[src/losc_defs.vh]
// constants for the loss-of-signal status combiner
`ifndef LOSC_DEFS_VH
`define LOSC_DEFS_VH
// enable vector bit positions
`define LOSC_EN_W 6
`define LOSC_EN_BASE 0
`define LOSC_EN_SYNC 1
`define LOSC_EN_PLL 2
`define LOSC_EN_DEC 3
`define LOSC_EN_GAIN 4
`define LOSC_EN_CAL 5
// reset value: every contribution disabled
`define LOSC_EN_RST 6'h00
// number of synchroniser stages for pin inputs
`define LOSC_SYNC_STAGES 3
`endif

[src/losc_sync.v]
// three-stage input synchroniser with agreement filter
`timescale 1ns/1ps
`default_nettype none
`include "losc_defs.vh"
module losc_sync
(
    input wire mclk_i,
    input wire resetn_i,
    input wire d_i,
    output wire q_o
);
    reg s1_q;
    reg s2_q;
    reg s3_q;
    reg out_q;
    // first stage feeds only the second; change taken when 2 and 3 agree
    always @(posedge mclk_i or negedge resetn_i)
    begin
        if (!resetn_i)
        begin
            s1_q <= 1'b0;
            s2_q <= 1'b0;
            s3_q <= 1'b0;
            out_q <= 1'b0;
        end
        else
        begin
            s1_q <= d_i;
            s2_q <= s1_q;
            s3_q <= s2_q;
            if (s2_q == s3_q)
                out_q <= s3_q;
        end
    end
    assign q_o = out_q;
endmodule // losc_sync
`default_nettype wire

[src/losc_combiner.v]
// two-channel loss-of-signal status combiner
// overview
// each channel owns one six-bit enable set and one combined status pin.
// bit 0 routes the low-amplitude detector, bits 1 to 5 route the optional
// conditions: lost channel sync, pll unlock (either pll), decode error
// (invalid code or disparity), gain loop unlocked, offset cal not complete.
// all enables come up cleared, so nothing reaches a pin until software
// loads a set through en_load_i; both sets load together on that strobe.
//
// timing
// same-domain conditions reach the pin one edge after they are sampled.
// the amplitude detector is analog and free running, so it crosses three
// flops and an agreement filter first: about four to five edges in all.
// a single-cycle amplitude glitch is filtered away on purpose; a short
// drop-out of the analog detect should not flicker the status pin.
//
// structure
// every condition is masked by its own enable before the OR, so a fault
// on a disabled input can never leak into the pin through a shared term.
// the masked terms are kept as separate wires to make each rule traceable
// in a waveform; the tool folds them into one gate level anyway.
// the combined value is registered once, which keeps the pin glitch free
// while raw conditions settle; the readback port is the same flop, so the
// pin and the status readback can never disagree.
//
// limitations
// conditions other than amplitude are assumed to come from logic on this
// clock; a caller that feeds them from another clock must sync them first.
// the lock and calibration flags are active high "good" inputs, inverted
// here; tie them high on a channel that lacks those circuits.
//
`timescale 1ns/1ps
`default_nettype none
`include "losc_defs.vh"
module losc_combiner
(
    input wire mclk_i,
    input wire resetn_i,
    input wire [`LOSC_EN_W-1:0] en_a_i,
    input wire [`LOSC_EN_W-1:0] en_b_i,
    input wire en_load_i,
    input wire amp_low_a_i,
    input wire amp_low_b_i,
    input wire sync_lost_a_i,
    input wire sync_lost_b_i,
    input wire ls_pll_unlock_a_i,
    input wire ls_pll_unlock_b_i,
    input wire hs_pll_unlock_a_i,
    input wire hs_pll_unlock_b_i,
    input wire code_err_a_i,
    input wire code_err_b_i,
    input wire disp_err_a_i,
    input wire disp_err_b_i,
    input wire gain_loop_locked_a_i,
    input wire gain_loop_locked_b_i,
    input wire offset_cal_complete_a_i,
    input wire offset_cal_complete_b_i,
    output wire [`LOSC_EN_W-1:0] en_a_o,
    output wire [`LOSC_EN_W-1:0] en_b_o,
    output wire stat_a_o,
    output wire stat_b_o,
    output wire signal_lost_chan_a_o,
    output wire signal_lost_chan_b_o
);
    reg [`LOSC_EN_W-1:0] en_a_q;
    reg [`LOSC_EN_W-1:0] en_b_q;
    reg los_a_q;
    reg los_b_q;
    wire amp_a;
    wire amp_b;
    wire [`LOSC_EN_W-1:0] cond_a;
    wire [`LOSC_EN_W-1:0] cond_b;

    // analog detector outputs are asynchronous to the core clock
    losc_sync u_amp_a
    (
        .mclk_i(mclk_i),
        .resetn_i(resetn_i),
        .d_i(amp_low_a_i),
        .q_o(amp_a)
    );
    losc_sync u_amp_b
    (
        .mclk_i(mclk_i),
        .resetn_i(resetn_i),
        .d_i(amp_low_b_i),
        .q_o(amp_b)
    );

    // enable sets load together; all clear after reset
    always @(posedge mclk_i or negedge resetn_i)
    begin
        if (!resetn_i)
        begin
            en_a_q <= `LOSC_EN_RST;
            en_b_q <= `LOSC_EN_RST;
        end
        else if (en_load_i)
        begin
            en_a_q <= en_a_i;
            en_b_q <= en_b_i;
        end
    end

    // raw conditions per channel; lock and calibration flags are inverted
    assign cond_a[`LOSC_EN_BASE] = amp_a;
    assign cond_a[`LOSC_EN_SYNC] = sync_lost_a_i;
    assign cond_a[`LOSC_EN_PLL] = ls_pll_unlock_a_i | hs_pll_unlock_a_i;
    assign cond_a[`LOSC_EN_DEC] = code_err_a_i | disp_err_a_i;
    assign cond_a[`LOSC_EN_GAIN] = ~gain_loop_locked_a_i;
    assign cond_a[`LOSC_EN_CAL] = ~offset_cal_complete_a_i;
    assign cond_b[`LOSC_EN_BASE] = amp_b;
    assign cond_b[`LOSC_EN_SYNC] = sync_lost_b_i;
    assign cond_b[`LOSC_EN_PLL] = ls_pll_unlock_b_i | hs_pll_unlock_b_i;
    assign cond_b[`LOSC_EN_DEC] = code_err_b_i | disp_err_b_i;
    assign cond_b[`LOSC_EN_GAIN] = ~gain_loop_locked_b_i;
    assign cond_b[`LOSC_EN_CAL] = ~offset_cal_complete_b_i;

    // channel a: each condition masked by its own enable bit
    // amplitude term, only seen after the synchroniser has agreed
    wire g_a_base;
    assign g_a_base = cond_a[`LOSC_EN_BASE] & en_a_q[`LOSC_EN_BASE];

    // lost channel sync term
    wire g_a_sync;
    assign g_a_sync = cond_a[`LOSC_EN_SYNC] & en_a_q[`LOSC_EN_SYNC];

    // either pll out of lock
    wire g_a_pll;
    assign g_a_pll = cond_a[`LOSC_EN_PLL] & en_a_q[`LOSC_EN_PLL];

    // invalid code or disparity error
    wire g_a_dec;
    assign g_a_dec = cond_a[`LOSC_EN_DEC] & en_a_q[`LOSC_EN_DEC];

    // gain loop not locked
    wire g_a_gain;
    assign g_a_gain = cond_a[`LOSC_EN_GAIN] & en_a_q[`LOSC_EN_GAIN];

    // offset calibration not complete
    wire g_a_cal;
    assign g_a_cal = cond_a[`LOSC_EN_CAL] & en_a_q[`LOSC_EN_CAL];

    // channel b: same terms from its own enables, never from channel a's
    // amplitude term
    wire g_b_base;
    assign g_b_base = cond_b[`LOSC_EN_BASE] & en_b_q[`LOSC_EN_BASE];

    // lost channel sync term
    wire g_b_sync;
    assign g_b_sync = cond_b[`LOSC_EN_SYNC] & en_b_q[`LOSC_EN_SYNC];

    // either pll out of lock
    wire g_b_pll;
    assign g_b_pll = cond_b[`LOSC_EN_PLL] & en_b_q[`LOSC_EN_PLL];

    // invalid code or disparity error
    wire g_b_dec;
    assign g_b_dec = cond_b[`LOSC_EN_DEC] & en_b_q[`LOSC_EN_DEC];

    // gain loop not locked
    wire g_b_gain;
    assign g_b_gain = cond_b[`LOSC_EN_GAIN] & en_b_q[`LOSC_EN_GAIN];

    // offset calibration not complete
    wire g_b_cal;
    assign g_b_cal = cond_b[`LOSC_EN_CAL] & en_b_q[`LOSC_EN_CAL];

    // next status per channel: any masked term raises it
    reg los_a_d;
    reg los_b_d;
    always @*
    begin
        los_a_d = g_a_base | g_a_sync | g_a_pll;
        los_a_d = los_a_d | g_a_dec | g_a_gain | g_a_cal;
        los_b_d = g_b_base | g_b_sync | g_b_pll;
        los_b_d = los_b_d | g_b_dec | g_b_gain | g_b_cal;
    end

    // registered to keep the pin glitch free, at the price of one cycle
    // of latency
    always @(posedge mclk_i or negedge resetn_i)
    begin
        if (!resetn_i)
        begin
            los_a_q <= 1'b0;
            los_b_q <= 1'b0;
        end
        else
        begin
            los_a_q <= los_a_d;
            los_b_q <= los_b_d;
        end
    end

    assign signal_lost_chan_a_o = los_a_q;
    assign signal_lost_chan_b_o = los_b_q;
    // readback copies of the pin state and the enables
    assign stat_a_o = los_a_q;
    assign stat_b_o = los_b_q;
    assign en_a_o = en_a_q;
    assign en_b_o = en_b_q;
endmodule // losc_combiner
`default_nettype wire

[config.mk]
export PLATFORM = sky130hd
export DESIGN_NAME = losc_combiner
export DESIGN_NICKNAME = d
export VERILOG_FILES = /design/src/losc_sync.v /design/src/losc_combiner.v
export VERILOG_INCLUDE_DIRS = /design/src
export SDC_FILE = /design/constraint.sdc
export NUM_CORES = 1
export LEC_CHECK = 0
export ABC_AREA = 1
export BUFFER_PORTS_ARGS = -buffer_cell sky130_fd_sc_hd__buf_2
export CORE_MARGIN = 10
export CORE_UTILIZATION = 48
export CTS_BUF_LIST = sky130_fd_sc_hd__clkbuf_8
export DETAILED_ROUTE_END_ITERATION = 8
export GPL_ROUTABILITY_DRIVEN = 1
export PLACE_DENSITY_LB_ADDON = 0.3
export SLEW_MARGIN = 30
export SYNTH_ARGS = -nofsm -noshare
export SYNTH_HDL_FRONTEND = slang
export SYNTH_SLANG_ARGS = --single-unit
[constraint.sdc]
create_clock -name mclk_i -period 2.59 [get_ports mclk_i]
set_input_delay 0.518 -clock mclk_i [delete_from_list [all_inputs] [get_ports mclk_i]]
set_output_delay 0.518 -clock mclk_i [all_outputs]
set_load 0.005 [all_outputs]
==> impl_metrics.csv <==
group,metric,value,unit
cts,clk_latency,0.26,ns
power,comb_power_share,12.5,%
synthesis,yosys-top-cells-count,"26 x nand2_1, 22 x dfrtp_1, 16 x inv_1, 12 x nor2_1, 11 x o21ai_0",
critical_path,start_kind,"flip-flop",
synthesis,ys_seq_elements,22,
power,power_switching,0.175,mW
synthesis,netlist_area,875,µm²
global_routing,track_usage,11.0,%
timing,setup_tns,0,ns
place,globalplace.congestion,0.751,
timing,slew_violations,0,
detailed_routing,drt-total-wl,2040,µm
critical_path,cp_cell_sequence,"buf_2",
synthesis,synth.avg_cell_area,9.30,µm²
critical_path,slowest_delay,0.41,ns
synthesis,syn_nets,125,
global_routing,antenna_found_initial,0,
cts,ctsHoldBuffers,0,
synthesis,synthArstFlopShare,100,%
global_routing,grt_pass1_wl,3480,µm
synthesis,synth_most_common_cell,"nand2_1",
critical_path,reg2reg_slack,1.72,ns
critical_path,critical_path_class,"flip-flop to primary output",
power,p_clk_share,39.1,%
floorplanning,die_y,62.7,µm
floorplanning,dieArea,3930,µm²
power,p_leak,0.658,nW
global_routing,overflow,0,
synthesis,synth_top_flop_cell,"dfrtp_1",
layout,final_cells,165,
timing,fin_crit_sh,50.9,%
critical_path,cpMaxStageDelayCell,"dfrtp_1",
place,portBuffers,46,
power,ir_drop,0.411,mV
detailed_routing,dr.first_iter.drc_count,15,
cts,ctsResizeCount,0,
timing,fin_worst_hold_slack,0.204,ns
cts,cts.clk_slew.worst_paths,0.08,ns
cts,cts-buffers-inserted,3,
flow_run,cap_violations,0,
synthesis,synth-edff-count,0,
cts,postCtsSetupRepairBufs,0,
detailed_routing,postRouteAntennaNets,0,
detailed_routing,vias,711,
timing,worst_pin_slew,0.472,ns
min_path,hold_class,"input port to async pin",
detailed_routing,drc,0,
outcome,status,"finished, final reports clean",
global_routing,grt_pass1_vias,789,
timing,max_freq,0.758,GHz
floorplanning,io-pin-count,47,
cts,cts_max_path_buffers,2,
synthesis,yosys_warnings,0,
power,p_per_area,686,nW/µm²
cts,cts_num_sinks,22,
layout,final_nets,172,
power,p_int,0.627,mW
timing,min_period,1.32,ns
critical_path,crit_path_end_kind,"primary output",
floorplanning,start_util,50.7,%
critical_path,required,2.07,ns
cts,cts_root_buf,"clkbuf_8",
floorplanning,die_w,62.7,µm
synthesis,synthDistinctLibCells,9,
critical_path,critPathMaxFanout,3,
synthesis,synthCells,94,
synthesis,yosysSeqAreaShare,62.9,%
place,dpl.cell_count,161,
floorplanning,rows,15,
timing,skew,0.00159,ns
critical_path,cp_num_buf_inv,1,
place,dp_hpwl,1630,µm
detailed_routing,drtPass1Iterations,4,
layout,drive_above_1_share,36.4,%
critical_path,critical_path.top_delay_family,"flip-flops",
layout,n_fill_cell,152,
layout,antenna_cells,0,
synthesis,synth_top_area_cell,"dfrtp_1",
critical_path,arrival,0.80,ns
layout,multi_input_comb_area,226,µm²
timing,hold_violations,0,
layout,regArea,551,µm²
synthesis,synth_top_area_share,62.9,%
floorplanning,core_area,1730,µm²
power,p_sw_share,21.8,%
layout,area_delta_synth_final,33.8,%
power,seq_power_share,48.4,%
timing,grt_setup_unrepaired,"false",
cts,cts.htree.levels,1,
cts,cts_tree,"built",
global_routing,grt_max_degree,25,
timing,finalSetupViolations,0,
timing,slew_headroom,68.5,%
detailed_routing,avgRoutedWirePerCell,12.4,µm
synthesis,synth_area_leaders,"dfrtp_1 63%, nand2_1 11%, inv_1 6.9%, o21ai_0 6.3%, nor2_1 5.2%",
detailed_routing,avgViaCountPerCell,4.31,
power,power,0.802,mW
## registers in the layout (all words and copies together), names as in the netlist
register	count
en_a_o	6
en_b_o	6
signal_lost_chan_a_o	1
signal_lost_chan_b_o	1
u_amp_a.q_o	1
u_amp_a.s1_q	1
u_amp_a.s2_q	1
u_amp_a.s3_q	1
u_amp_b.q_o	1
u_amp_b.s1_q	1
u_amp_b.s2_q	1
u_amp_b.s3_q	1
## area by class of cell
cell class,instances,share of cell area [%]
clock buffer,3,3.53
multi-input combinational,52,19.4
inverter,16,5.13
tap,25,2.67
clock inverter,1,2.57
timing repair buffer,46,19.7
sequential,22,47.1
## power by group through the flow
stage	Sequential (mW)	Clock (mW)	Combinational [mW]
finish	0.388	0.313	0.101
global route	0.392	0.336	0.116
floorplan	0.395	0	0.0458
global placement	0.393	0	0.0993
detailed placement	0.395	0	0.103
CTS	0.389	0.317	0.103
## cell usage in the layout, fill, tap and decap left out, drive strengths merged
master / synthesis / routed
buf: 4 / 46
nand2: 26 / 26
dfrtp: 22 / 22
inv: 16 / 16
nor2: 12 / 12
o21ai: 12 / 12
clkbuf: 0 / 3
maj3: 2 / 2
bufinv: 0 / 1
## worst paths after layout
path                               from                   end  cells past startpoint
min                            resetn_i          u_amp_b.s3_q                      1
max reg2reg                 u_amp_a.q_o           u_amp_a.q_o                      1
max                           en_a_o[1]             en_a_o[1]                      1
min in group mclk_i        u_amp_a.s1_q          u_amp_a.s2_q                      0
max in group asynchronous      resetn_i  signal_lost_chan_b_o                      1
min reg2reg                u_amp_a.s1_q          u_amp_a.s2_q                      0
## stage by stage
stage               area (µm²)  setup slack [ns]  utilization (%)
floorplan                  875              1.57                -
global placement          1100              1.49             63.6
detailed placement        1100              1.44             63.6
CTS                       1170              1.27             67.8
global route              1170              1.23             67.8
finish                    1170              1.27             67.8
## per-layer routing
metal / part of all wire (%) / track usage, %
met4: 1.8 / 5.03
met1: 44 / 12.6
met3: 8.4 / 4.48
met2: 45 / 17.4
met5: 0 / 0
## kinds of logic after synthesis
| kind of cell | synth area share [%] |
|---|---|
| simple gates | 16.3 |
| flops | 62.9 |
| buf+inv | 11.2 |
| compound gates | 7.30 |
| fa+ha+maj | 2.29 |
Note: power is estimated with default switching activity, not from simulation.
